File: config.mk
export PLATFORM = sky130hd
export DESIGN_NAME = user_zone_write_handler
export DESIGN_NICKNAME = d
export VERILOG_FILES = /design/src/wr_pkg.sv /design/src/page_addr.sv /design/src/page_buf.sv /design/src/user_zone_write_handler.sv
export SDC_FILE = /design/constraint.sdc
export NUM_CORES = 1
export LEC_CHECK = 0
export BUFFER_PORTS_ARGS = -buffer_cell sky130_fd_sc_hd__buf_2
export CORE_UTILIZATION = 55
export CTS_CLUSTER_SIZE = 16
export DETAILED_ROUTE_END_ITERATION = 10
export HOLD_SLACK_MARGIN = 0.06
export PLACE_DENSITY = 0.79
export SYNTH_ARGS = -nofsm -noshare
export SYNTH_HDL_FRONTEND = slang
export SYNTH_SLANG_ARGS = --single-unit
File: constraint.sdc
create_clock -name CLK_SYS -period 3.91 [get_ports CLK_SYS]
set_input_delay 0.1955 -clock CLK_SYS [delete_from_list [all_inputs] [get_ports CLK_SYS]]
set_output_delay 0.1955 -clock CLK_SYS [all_outputs]
set_load 0.005 [all_outputs]
File: src/wr_pkg.sv
// Shared constants and types for the user zone write handler
package wr_pkg;
   localparam int unsigned ADDR_W    = 9;
   localparam int unsigned BUF_AW    = 5;
   localparam int unsigned BUF_DEPTH = 32;
   localparam int unsigned OFS_BIG   = 5;
   localparam int unsigned OFS_SMALL = 4;
   // Frame layout, byte positions counted from the identifier byte
   localparam logic [8:0] POS_PARAMETER_BYTE = 9'h001;
   localparam logic [8:0] POS_ADDR  = 9'h002;
   localparam logic [8:0] POS_LEN   = 9'h003;
   localparam logic [8:0] HDR_BYTES = 9'h004;
   localparam logic [8:0] MAC_BYTES = 9'h002;
   // Length field limits (count minus one)
   localparam logic [7:0] LEN_BIG   = 8'h1f;
   localparam logic [7:0] LEN_SMALL = 8'h0f;
   localparam logic [7:0] LEN_AT    = 8'h07;
   localparam logic [7:0] LEN_ONE   = 8'h00;
   localparam logic [7:0] ADDR_H_MASK = 8'hfe;
   // Parameter byte codes
   localparam logic [7:0] PARAMETER_BYTE_NORMAL = 8'h00;
   localparam logic [7:0] PARAMETER_BYTE_CHK    = 8'h80;
   // Status codes
   localparam logic [7:0] STS_OK    = 8'h00;
   localparam logic [7:0] STS_PEND  = 8'h0c;
   localparam logic [7:0] STS_ONE   = 8'h1b;
   localparam logic [7:0] STS_DENY  = 8'h99;
   localparam logic [7:0] STS_PARAMETER_BYTE = 8'ha1;
   localparam logic [7:0] STS_ADDR  = 8'ha2;
   localparam logic [7:0] STS_LEN   = 8'ha3;
   localparam logic [7:0] STS_SEC   = 8'ha9;
   localparam logic [7:0] STS_PROG  = 8'hb0;
   localparam logic [7:0] STS_LOCK  = 8'hb9;
   localparam logic [7:0] STS_CHK   = 8'hc9;
   localparam logic [7:0] STS_MISM  = 8'hed;
   // Acknowledge indication bytes
   localparam logic [7:0] RESP_ACK  = 8'h00;
   localparam logic [7:0] RESP_NACK = 8'h01;
   localparam logic [1:0] TX_ST_IDX = 2'h1;

   typedef enum logic [1:0] {SEC_NORMAL, SEC_AUTH, SEC_ENC} sec_e;

   typedef struct packed {
      logic active;
      logic large_mem;
      logic zone_set;
      logic fuses_ok;
      logic anti_tear;
      logic write_lock;
      logic prog_only;
      logic lock_deny;
      logic mac_pend;
      sec_e sec;
   } cfg_s;

   typedef struct packed {
      logic       valid;
      logic       first;
      logic       last;
      logic       crc_ok;
      logic       mac_ok;
      logic [7:0] data;
   } rx_s;
endpackage
File: src/page_addr.sv
// Memory address counter that wraps inside one page
`timescale 1ns/100ps
module page_addr (
   input  wire logic                      clk,
   input  wire logic                      rst_n,
   input  wire logic                      load,
   input  wire logic                      inc,
   input  wire logic                      big,
   input  wire logic [wr_pkg::ADDR_W-1:0] load_val,
   output logic [wr_pkg::ADDR_W-1:0]      addr_q
);
   localparam int unsigned AW = wr_pkg::ADDR_W;
   localparam int unsigned OB = wr_pkg::OFS_BIG;
   localparam int unsigned OS = wr_pkg::OFS_SMALL;
   logic [AW-1:0] addr_d;

   // Only the offset bits count; page bits change only on a load
   always_comb begin
      addr_d = addr_q;
      if (load) begin
         addr_d = load_val;
      end else if (inc && big) begin
         addr_d = {addr_q[AW-1:OB], addr_q[OB-1:0] + 1'b1};
      end else if (inc) begin
         addr_d = {addr_q[AW-1:OS], addr_q[OS-1:0] + 1'b1};
      end
   end

   always_ff @(posedge clk or negedge rst_n) begin
      if (!rst_n) begin
         addr_q <= '0;
      end else begin
         addr_q <= addr_d;
      end
   end
endmodule

File: src/page_buf.sv
// Staging memory for the data bytes of one write command
`timescale 1ns/100ps
module page_buf (
   input  wire logic                      clk,
   input  wire logic                      we,
   input  wire logic [wr_pkg::BUF_AW-1:0] waddr,
   input  wire logic [7:0]                wdata,
   input  wire logic [wr_pkg::BUF_AW-1:0] raddr,
   output logic [7:0]                     rdata
);
   logic [7:0] mem_q [wr_pkg::BUF_DEPTH];

   // Registered read; no reset, contents are always written first
   always_ff @(posedge clk) begin
      if (we) begin
         mem_q[waddr] <= wdata;
      end
      rdata <= mem_q[raddr];
   end
endmodule

File: src/user_zone_write_handler.sv
// User zone write command interpreter: parse, check, write, verify, answer
//
// How it works
// - Large-memory write carries high then low address byte.
// - Only the low address bits step after each stored byte.
// - Writes past page end wrap to the same page start.
// - Only an active card answers; otherwise it stays silent.
// - Large-memory data bytes are encrypted only in encryption mode.
// - Large-memory parameter byte: bits 7..1 zero, bit 0 address bit eight.
// - Length is count minus one, within page; eight bytes with anti-tearing.
// - Write-lock or program-only allows one byte per large-memory write.
// - Frames with transmission errors get no response.
// - ACK 0x00 on success; ACK 0x1B for one byte under write-lock.
// - ACK 0xB0 after a write under program-only mode.
// - ACK 0x0C when the write waits for a checksum.
// - NACK 0x99 zone unset or bad fuses; 0xB9 write-lock denial.
// - NACK 0xA2 bad address, 0xA3 bad length, 0xA9 security needed.
// - Checksum write refused unless authentication or encryption active.
// - Checksum mismatch aborts, resets crypto engine, NACK 0xC9.
// - Checksum write is read back; NACK 0xED on mismatch.
// - Checksum-variant data encrypted in encryption mode, clear in auth.
// - Small-memory parameter 0x00 normal, 0x80 checksum; others NACK 0xA1.
// - Checksum variant length within 16-byte page, eight with anti-tearing.
`timescale 1ns/100ps
module user_zone_write_handler (
   input  wire logic              CLK_SYS,
   input  wire logic              NRST,
   input  wire wr_pkg::cfg_s      CFG,
   input  wire wr_pkg::rx_s       RX,
   input  wire logic              TX_READY,
   output logic                   TX_VALID,
   output logic [7:0]             TX_DATA,
   output logic                   TX_LAST,
   output logic                   DATA_DECRYPT,
   output logic                   CRYPTO_RST,
   output logic                   EE_REQ,
   output logic                   EE_WR,
   output logic [8:0]             EE_ADDR,
   output logic [7:0]             EE_WDATA,
   input  wire logic              EE_ACK,
   input  wire logic [7:0]        EE_RDATA
);
   typedef enum logic [2:0] {S_IDLE, S_RECV, S_PREP, S_WR, S_RD,
                             S_RESP} state_e;

   state_e       st_q,       st_d;
   wr_pkg::cfg_s cfg_q,      cfg_d;
   logic [8:0]   cnt_q,      cnt_d;
   logic [7:0]   cid_q,      cid_d;
   logic [7:0]   parameter_byte_q,    parameter_byte_d;
   logic [7:0]   alo_q,      alo_d;
   logic [7:0]   len_q,      len_d;
   logic [7:0]   status_q,   status_d;
   logic         nack_q,     nack_d;
   logic         mism_q,     mism_d;
   logic [4:0]   idx_q,      idx_d;
   logic         tx_valid_q, tx_valid_d;
   logic [7:0]   tx_data_q,  tx_data_d;
   logic         tx_last_q,  tx_last_d;
   logic [1:0]   tx_idx_q,   tx_idx_d;
   logic         ee_req_q,   ee_req_d;
   logic         ee_wr_q,    ee_wr_d;
   logic [7:0]   ee_wdata_q, ee_wdata_d;
   logic         crypto_q,   crypto_d;
   logic         decrypt_q,  decrypt_d;
   logic         chk;
   logic         start_resp;
   logic         ld;
   logic         inc;
   logic         buf_we;
   logic [8:0]   exp_cnt;
   logic [8:0]   data_end;
   logic [8:0]   data_ofs;
   logic [7:0]   buf_rdata;
   logic [8:0]   addr_q;

   // Pre-write checks in response priority order
   function automatic logic [7:0] check_status(input wr_pkg::cfg_s c,
      input logic [7:0] prm, input logic [7:0] len, input logic mac_ok);
      logic       is_chk;
      logic [7:0] lmax;
      is_chk = !c.large_mem && prm == wr_pkg::PARAMETER_BYTE_CHK;
      lmax = c.large_mem ? wr_pkg::LEN_BIG : wr_pkg::LEN_SMALL;
      if (c.anti_tear) begin
         lmax = wr_pkg::LEN_AT;
      end
      if (c.large_mem && (c.write_lock || c.prog_only)) begin
         lmax = wr_pkg::LEN_ONE;
      end
      if (!c.large_mem && !is_chk && prm != wr_pkg::PARAMETER_BYTE_NORMAL) begin
         return wr_pkg::STS_PARAMETER_BYTE;
      end else if (!c.zone_set || !c.fuses_ok) begin
         return wr_pkg::STS_DENY;
      end else if (is_chk && c.sec == wr_pkg::SEC_NORMAL) begin
         return wr_pkg::STS_SEC;
      end else if (c.large_mem && (prm & wr_pkg::ADDR_H_MASK) != 8'h00) begin
         return wr_pkg::STS_ADDR;
      end else if (len > lmax) begin
         return wr_pkg::STS_LEN;
      end else if (c.write_lock && c.lock_deny) begin
         return wr_pkg::STS_LOCK;
      end else if (is_chk && !mac_ok) begin
         return wr_pkg::STS_CHK;
      end else if (!is_chk && c.mac_pend) begin
         return wr_pkg::STS_PEND;
      end
      return wr_pkg::STS_OK;
   endfunction

   // Frame geometry; checksum bytes trail the data only in that variant
   always_comb begin
      chk      = !cfg_q.large_mem && parameter_byte_q == wr_pkg::PARAMETER_BYTE_CHK;
      data_end = wr_pkg::HDR_BYTES + {1'b0, len_q} + 9'h001;
      exp_cnt  = chk ? data_end + wr_pkg::MAC_BYTES : data_end;
      data_ofs = cnt_q - wr_pkg::HDR_BYTES;
      buf_we   = st_q == S_RECV && RX.valid && cnt_q >= wr_pkg::HDR_BYTES &&
                 cnt_q < data_end && data_ofs < 9'(wr_pkg::BUF_DEPTH);
   end

   // Address restarts at the command address for write and for read-back
   always_comb begin
      ld  = st_q == S_PREP || (st_q == S_WR && st_d == S_RD);
      inc = (st_q == S_WR && st_d == S_WR && idx_d != idx_q) ||
            (st_q == S_RD && st_d == S_RD && idx_d != idx_q);
   end

   page_buf u_buf (
      .clk   (CLK_SYS),
      .we    (buf_we),
      .waddr (data_ofs[4:0]),
      .wdata (RX.data),
      .raddr (idx_d),
      .rdata (buf_rdata)
   );

   page_addr u_addr (
      .clk      (CLK_SYS),
      .rst_n    (NRST),
      .load     (ld),
      .inc      (inc),
      .big      (cfg_q.large_mem),
      .load_val ({parameter_byte_q[0] & cfg_q.large_mem, alo_q}),
      .addr_q   (addr_q)
   );

   // Command sequencer: receive, check, write, verify, answer
   always_comb begin
      st_d       = st_q;
      cfg_d      = cfg_q;
      cnt_d      = cnt_q;
      cid_d      = cid_q;
      parameter_byte_d    = parameter_byte_q;
      alo_d      = alo_q;
      len_d      = len_q;
      status_d   = status_q;
      nack_d     = nack_q;
      mism_d     = mism_q;
      idx_d      = idx_q;
      ee_req_d   = ee_req_q;
      ee_wr_d    = ee_wr_q;
      ee_wdata_d = ee_wdata_q;
      crypto_d   = 1'b0;
      start_resp = 1'b0;
      unique case (st_q)
         S_IDLE: begin
            // Inactive cards ignore the frame entirely
            if (RX.valid && RX.first && !RX.last &&
                CFG.active) begin
               st_d   = S_RECV;
               cfg_d  = CFG;
               cid_d  = RX.data;
               cnt_d  = 9'h001;
               mism_d = 1'b0;
            end
         end
         S_RECV: begin
            if (RX.valid) begin
               cnt_d = cnt_q + 9'h001;
               if (cnt_q == wr_pkg::POS_PARAMETER_BYTE) parameter_byte_d = RX.data;
               if (cnt_q == wr_pkg::POS_ADDR)  alo_d   = RX.data;
               if (cnt_q == wr_pkg::POS_LEN)   len_d   = RX.data;
               if (RX.last) begin
                  // Bad CRC or wrong byte count: drop silently
                  if (!RX.crc_ok || cnt_d <= wr_pkg::HDR_BYTES ||
                      cnt_d != exp_cnt) begin
                     st_d = S_IDLE;
                  end else begin
                     status_d = check_status(cfg_q, parameter_byte_q, len_q,
                                             RX.mac_ok);
                     nack_d = status_d != wr_pkg::STS_OK &&
                              status_d != wr_pkg::STS_PEND;
                     crypto_d = status_d == wr_pkg::STS_CHK;
                     if (status_d == wr_pkg::STS_OK) begin
                        st_d  = S_PREP;
                        idx_d = '0;
                     end else begin
                        start_resp = 1'b1;
                     end
                  end
               end
            end
         end
         S_PREP: begin
            // One cycle lets the last staged byte reach the read port
            st_d = S_WR;
         end
         S_WR: begin
            if (!ee_req_q) begin
               ee_req_d   = 1'b1;
               ee_wr_d    = 1'b1;
               ee_wdata_d = buf_rdata;
            end else if (EE_ACK) begin
               ee_req_d = 1'b0;
               if (idx_q == len_q[4:0]) begin
                  idx_d = '0;
                  // Large-memory parts have no read-back stage
                  if (cfg_q.large_mem) begin
                     start_resp = 1'b1;
                  end else begin
                     st_d = S_RD;
                  end
               end else begin
                  idx_d = idx_q + 5'h01;
               end
            end
         end
         S_RD: begin
            if (!ee_req_q) begin
               ee_req_d = 1'b1;
               ee_wr_d  = 1'b0;
            end else if (EE_ACK) begin
               ee_req_d = 1'b0;
               if (EE_RDATA != buf_rdata) begin
                  mism_d = 1'b1;
               end
               if (idx_q == len_q[4:0]) begin
                  start_resp = 1'b1;
               end else begin
                  idx_d = idx_q + 5'h01;
               end
            end
         end
         S_RESP: begin
            if (TX_READY && tx_last_q) begin
               st_d = S_IDLE;
            end
         end
      endcase
      // Final status of a completed write
      if (start_resp) begin
         st_d = S_RESP;
         if (st_q != S_RECV) begin
            nack_d = mism_d;
            if (mism_d) begin
               status_d = wr_pkg::STS_MISM;
            end else if (cfg_q.prog_only) begin
               status_d = wr_pkg::STS_PROG;
            end else if (cfg_q.write_lock) begin
               status_d = wr_pkg::STS_ONE;
            end else begin
               status_d = wr_pkg::STS_OK;
            end
         end
      end
   end

   // Answer serialiser; CRC is appended by the framer after TX_LAST
   always_comb begin
      tx_valid_d = tx_valid_q;
      tx_data_d  = tx_data_q;
      tx_last_d  = tx_last_q;
      tx_idx_d   = tx_idx_q;
      if (start_resp) begin
         tx_valid_d = 1'b1;
         tx_data_d  = cid_q;
         tx_last_d  = 1'b0;
         tx_idx_d   = 2'h0;
      end else if (tx_valid_q && TX_READY) begin
         tx_idx_d = tx_idx_q + 2'h1;
         if (tx_last_q) begin
            tx_valid_d = 1'b0;
            tx_last_d  = 1'b0;
         end else if (tx_idx_q == 2'h0) begin
            tx_data_d = nack_q ? wr_pkg::RESP_NACK : wr_pkg::RESP_ACK;
         end else begin
            tx_data_d = status_q;
            tx_last_d = 1'b1;
         end
      end
   end

   // Flags the next received byte as an encrypted data byte
   always_comb begin
      decrypt_d = st_d == S_RECV && cfg_d.sec == wr_pkg::SEC_ENC &&
                  cnt_d >= wr_pkg::HDR_BYTES &&
                  cnt_d < wr_pkg::HDR_BYTES + {1'b0, len_d} + 9'h001;
   end

   always_ff @(posedge CLK_SYS or negedge NRST) begin
      if (!NRST) begin
         st_q       <= S_IDLE;
         cfg_q      <= '0;
         cnt_q      <= '0;
         cid_q      <= '0;
         parameter_byte_q    <= '0;
         alo_q      <= '0;
         len_q      <= '0;
         status_q   <= '0;
         nack_q     <= 1'b0;
         mism_q     <= 1'b0;
         idx_q      <= '0;
         tx_valid_q <= 1'b0;
         tx_data_q  <= '0;
         tx_last_q  <= 1'b0;
         tx_idx_q   <= '0;
         ee_req_q   <= 1'b0;
         ee_wr_q    <= 1'b0;
         ee_wdata_q <= '0;
         crypto_q   <= 1'b0;
         decrypt_q  <= 1'b0;
      end else begin
         st_q       <= st_d;
         cfg_q      <= cfg_d;
         cnt_q      <= cnt_d;
         cid_q      <= cid_d;
         parameter_byte_q    <= parameter_byte_d;
         alo_q      <= alo_d;
         len_q      <= len_d;
         status_q   <= status_d;
         nack_q     <= nack_d;
         mism_q     <= mism_d;
         idx_q      <= idx_d;
         tx_valid_q <= tx_valid_d;
         tx_data_q  <= tx_data_d;
         tx_last_q  <= tx_last_d;
         tx_idx_q   <= tx_idx_d;
         ee_req_q   <= ee_req_d;
         ee_wr_q    <= ee_wr_d;
         ee_wdata_q <= ee_wdata_d;
         crypto_q   <= crypto_d;
         decrypt_q  <= decrypt_d;
      end
   end

   always_comb begin
      TX_VALID     = tx_valid_q;
      TX_DATA      = tx_data_q;
      TX_LAST      = tx_last_q;
      DATA_DECRYPT = decrypt_q;
      CRYPTO_RST   = crypto_q;
      EE_REQ       = ee_req_q;
      EE_WR        = ee_wr_q;
      EE_ADDR      = addr_q;
      EE_WDATA     = ee_wdata_q;
   end
endmodule

==> run summary <==
The flow ran to the end, but the final reports show violations. The checks that failed: negative setup slack. The ratio of cells with drive above 1 in the final layout is 31.5%. Across all setup checks in the final design, the least slack found is -0.122 ns. The number of hold violations in the final report is 0. Counting flops and latches in the post-synthesis netlist gives between 300 and 400.

The terminus of the critical flop-to-flop path is u_addr.addr_q[5]. The slew of the pin with the lowest slew margin is roughly 1 ns. The CTS tree is yes. STA puts the critical path data arrival time at approximately 4.5 ns. For this run, the leading register cell type out of synthesis is sky130_fd_sc_hd__edfxtp_1.

The startpoint identified for the worst register-to-register timing path is len_q[3]. Synthesis handed over a netlist of roughly 1400 instances. Setup repair after global routing could not meet its margin everywhere.

For this configuration, the core starts out at a cell density of 56.0%. The count of cells along the worst register-to-register path is 15. The slack of the worst reg-to-reg path came out at -0.12 ns. The core outline area came out at just over 30000 um2. The detailed-route vias per instance is a little over 6. The count of TritonRoute iterations in the first routing pass came out at 6. For this run the aggregate overflow at the end of global routing stands at 0. Along the worst hold path, the cell count comes to 3. The synthesized net count came out at roughly 1500. For this block, wires on met1 add up to approximately 20000 um. The repair_antennas step left the layout with diodes totalling 0.

The clock tree synthesis step divided the H-tree into 2 levels. During I/O placement, the number of pins put on the boundary was 67. For the worst setup path, the data required time is 4.32 ns. The final worst clock skew is 0.0279 ns. The clock latency on the worst-skew pair is ~0.55 ns. The count of unique library cells instantiated by Yosys came out at 88. The routed length on met2 is ~22000 um.

The total half-perimeter wirelength after legalization and detailed placement is around 32000 um. The worst slew slack as a fraction of its limit is 32.9%. The shortest clock period the worst path allows after layout came out at between 4 and 5 ns. The path with the worst hold slack has its endpoint at len_q[7].

The number of global-route vias before repair is between 10000 and 15000. The number of enable-type register cells in the synthesized netlist came out at 256. During synthesis, Yosys emitted a total of 0 warnings. The total die area is about 32000 um2.

At the end of the flow, the number of nets in the layout was roughly 1800. The number of buffers added on ports came out at 66. The clock-pin slew on the worst setup and hold paths came out at 0.06 ns. The final standard cell area without fillers came out at between 20000 and 25000 um2. The max-slew violation count is 0. The vertical extent of the die came out at 178 um. The cell area reported after detailed placement came out at around 19000 um2. In this run the top signal layer used is met4.

The detailed route wirelength on metal3 is 4830 um. The number of antenna violations at the first check in global routing was 1. Compared with the post-synthesis result, the final layout area differs by 26.4%. After synthesis, the share of flip-flops with an asynchronous set or reset is between 20% and 30%. The kind of critical path is flop to flop. The areal power density over the cells came out at between 600 and 700 nW/um2. The maximum operating frequency came out at 0.248 GHz. The leakage power figure came out at between 8 and 9 nW. The startpoint identified for the worst hold timing path is RX[7]. The total of max-cap violations came out at 0. The detailed-route DRC error count came out at 0.

The worst ir drop on vdd is around 0.36 mV. The wire length of the first global-routing pass is slightly above 70000 um. The tree built by TritonCTS fans out to 366 sinks. The post-detailed-route count of antenna-violating nets came out at 0. Row generation in the floorplan step produced 64 rows. Of the synthesized area, sequential elements account for 60.7%. For this run, the share of the core covered by cells in the final layout is 70.8%. The initial detailed-routing violation count came out at about 1500. The average wire per cell in the routed design is 23.1 um. The worst-case clock buffer depth came out at 3. The number of CTS-inserted buffers came out at 38. The global-route usage over all layers is between 30% and 40%. The worst slack at placement is -0.755 ns. The wire length reported by the detailed router is just under 50000 um. Clock tree synthesis selected as its root buffer the cell sky130_fd_sc_hd__clkbuf_16. The floorplan step set the die width to approximately 180 um.

The worst hold path belongs to the class input port to flop. Routability-driven placement finished with a final weighted congestion of 0.959. Of the available clock period, the critical path in the final layout requires 103%.

The via count came out at roughly 13000. Summing every instance area after synthesis gives 17100 um2. The peak fanout along the critical path is 6. Entering global routing, the biggest net connects 78 pins.

Setup violations remaining at the end of the flow were counted as 13. A synthesized cell averages around 12 um2. The worst setup path is launched from a flop. The worst setup path is captured at a flop. The count of filler cells inserted in the layout is ~2000.
==> cell usage in the layout, fill, tap and decap left out, types with 7 or more instances in the layout <==
cell	instances
sky130_fd_sc_hd__a21o_1	7
sky130_fd_sc_hd__a21oi_1	35
sky130_fd_sc_hd__a22oi_2	7
sky130_fd_sc_hd__a311oi_2	8
sky130_fd_sc_hd__a31oi_1	7
sky130_fd_sc_hd__and2_1	7
sky130_fd_sc_hd__and3_1	9
sky130_fd_sc_hd__buf_12	9
sky130_fd_sc_hd__buf_2	65
sky130_fd_sc_hd__buf_4	200
sky130_fd_sc_hd__buf_6	15
sky130_fd_sc_hd__clkbuf_1	7
sky130_fd_sc_hd__clkbuf_16	39
sky130_fd_sc_hd__clkinv_2	7
sky130_fd_sc_hd__dfrtp_1	97
sky130_fd_sc_hd__dfxtp_1	8
sky130_fd_sc_hd__dlygate4sd3_1	13
sky130_fd_sc_hd__edfxtp_1	256
sky130_fd_sc_hd__ha_1	28
sky130_fd_sc_hd__inv_1	22
sky130_fd_sc_hd__mux2_2	49
sky130_fd_sc_hd__mux2_4	9
sky130_fd_sc_hd__mux2i_1	75
sky130_fd_sc_hd__nand2_1	172
sky130_fd_sc_hd__nand2b_1	14
sky130_fd_sc_hd__nand3_1	83
sky130_fd_sc_hd__nand4_1	16
sky130_fd_sc_hd__nor2_1	102
sky130_fd_sc_hd__nor2b_1	10
sky130_fd_sc_hd__nor3_1	17
sky130_fd_sc_hd__nor3b_1	10
sky130_fd_sc_hd__nor4_1	9
sky130_fd_sc_hd__o211ai_1	9
sky130_fd_sc_hd__o21ai_0	40
sky130_fd_sc_hd__o22ai_1	9
sky130_fd_sc_hd__xnor2_1	22
sky130_fd_sc_hd__xnor2_2	7
sky130_fd_sc_hd__xor2_1	17
==> state kept, by name (all words and copies together), names as in the netlist, 3 cells and up <==
signal,cells
cid_q,8
idx_q,5
alo_q,8
u_buf.rdata,8
status_q,8
st_q,3
u_buf.mem_q,256
u_addr.addr_q,9
cfg_q,10
cnt_q,9
len_q,8
TX_DATA,8
parameter_byte_q,8
EE_WDATA,8
==> through the flow <==
step                hold WS (ns)  instances  total power, mW  TNS, ns
CTS                       0.0699       2085             14.0    -1.29
global placement           0.401       1989             9.90    -4.85
floorplan                 -0.100       1392             8.00        0
detailed placement         0.411       1989             10.0    -6.02
global route              0.0902       2108             15.4    -3.18
finish                     0.108       2108             14.8    -1.14
==> worst max-delay path, cell delays in order, from the launching register on <==
cell	delay, ns
sky130_fd_sc_hd__dfrtp_2	0.44
sky130_fd_sc_hd__buf_4	0.17
sky130_fd_sc_hd__buf_4	0.15
sky130_fd_sc_hd__nand3b_1	0.27
sky130_fd_sc_hd__a2111oi_4	0.39
sky130_fd_sc_hd__xnor2_1	0.19
sky130_fd_sc_hd__o2111ai_2	0.19
sky130_fd_sc_hd__or4_4	0.49
sky130_fd_sc_hd__or3_4	0.40
sky130_fd_sc_hd__o21ai_4	0.16
sky130_fd_sc_hd__a21oi_2	0.06
sky130_fd_sc_hd__o31ai_2	0.27
sky130_fd_sc_hd__nand3b_1	0.12
sky130_fd_sc_hd__buf_6	0.16
sky130_fd_sc_hd__buf_12	0.14
sky130_fd_sc_hd__mux2_4	0.29
==> worst max-delay path by stage <==
stage / start / endpoint / slack, ns / depth (start not counted)
after floorplan: len_q[1] / u_addr.addr_q[0] / 0.02 / 17
after global routing: cnt_q[2] / u_addr.addr_q[0] / -0.22 / 15
after CTS: cfg_q[5] / u_buf.rdata[6] / -0.13 / 19
after detailed placement: cfg_q[4] / u_buf.rdata[2] / -0.76 / 17
after global placement: cfg_q[4] / u_buf.rdata[2] / -0.54 / 17
final: len_q[3] / u_addr.addr_q[5] / -0.12 / 15
==> synth_stat cells (all sizes together) (10+ instances only) <==
cell	instances	area, um2
a211oi	12	95.1
a21oi	40	215
a311oi	10	87.6
buf	35	198
clkbuf	21	78.8
dfrtp	102	2550
edfxtp	256	7690
ha	37	463
inv	32	120
mux2	58	683
mux2i	81	811
nand2	174	653
nand2b	15	93.8
nand3	84	425
nand4	17	113
nor2	108	413
nor2b	10	62.6
nor3	23	120
nor3b	11	82.6
nor4	18	155
o21ai	48	252
o22ai	12	75.1
xnor2	31	294
xor2	18	158
==> what timing repair did <==
| item | 4_1_cts | 5_1_grt |
|---|---|---|
| hold buffers | 13 | 0 |
| buffers inserted | 10 | 24 |
| hold endpoints to repair | 90 | 0 |
| setup endpoints to repair | 18 | 18 |
| pin swaps | 20 | 47 |
| resized for setup | 68 | 95 |
| cloned | 3 | 1 |
==> report_power, final <==
| part | switching [mW] | internal (mW) | leakage, nW |
|---|---|---|---|
| sequential | 0.310 | 4.45 | 3.69 |
| combinational | 3.63 | 2.88 | 4.35 |
| clock | 1.53 | 2.01 | 0.594 |
| total | 5.47 | 9.34 | 8.63 |
==> cell families after synthesis <==
logic type	count (synthesis)	synth area share [%]
AND/OR/NAND/NOR	505	14.3
flip-flops	366	60.7
AO/OA/AOI/OAI	207	8.45
multiplexers	139	8.73
buffers and inverters	88	2.32
XOR/XNOR	50	2.78
adder cells (fa/ha/maj)	37	2.70
==> routing by layer <==
layer  up-vias  track usage, %
li1       5761               -
met1      6340            42.6
met2       735            47.0
met3       127            5.99
met4         0            9.96
met5         -               0
==> layout make-up <==
type                            instances  area [um2]  area share (%)
Clock inverter                         22         205           0.948
Sequential cell                       366       10400            48.1
Clock buffer                           48        1020            4.71
Inverter                               32         133           0.613
Timing Repair Buffer                  306        2400            11.1
Tap cell                              396         495            2.29
Multi-Input combinational cell        938        6990            32.3
(Power assumes the default switching activity.)
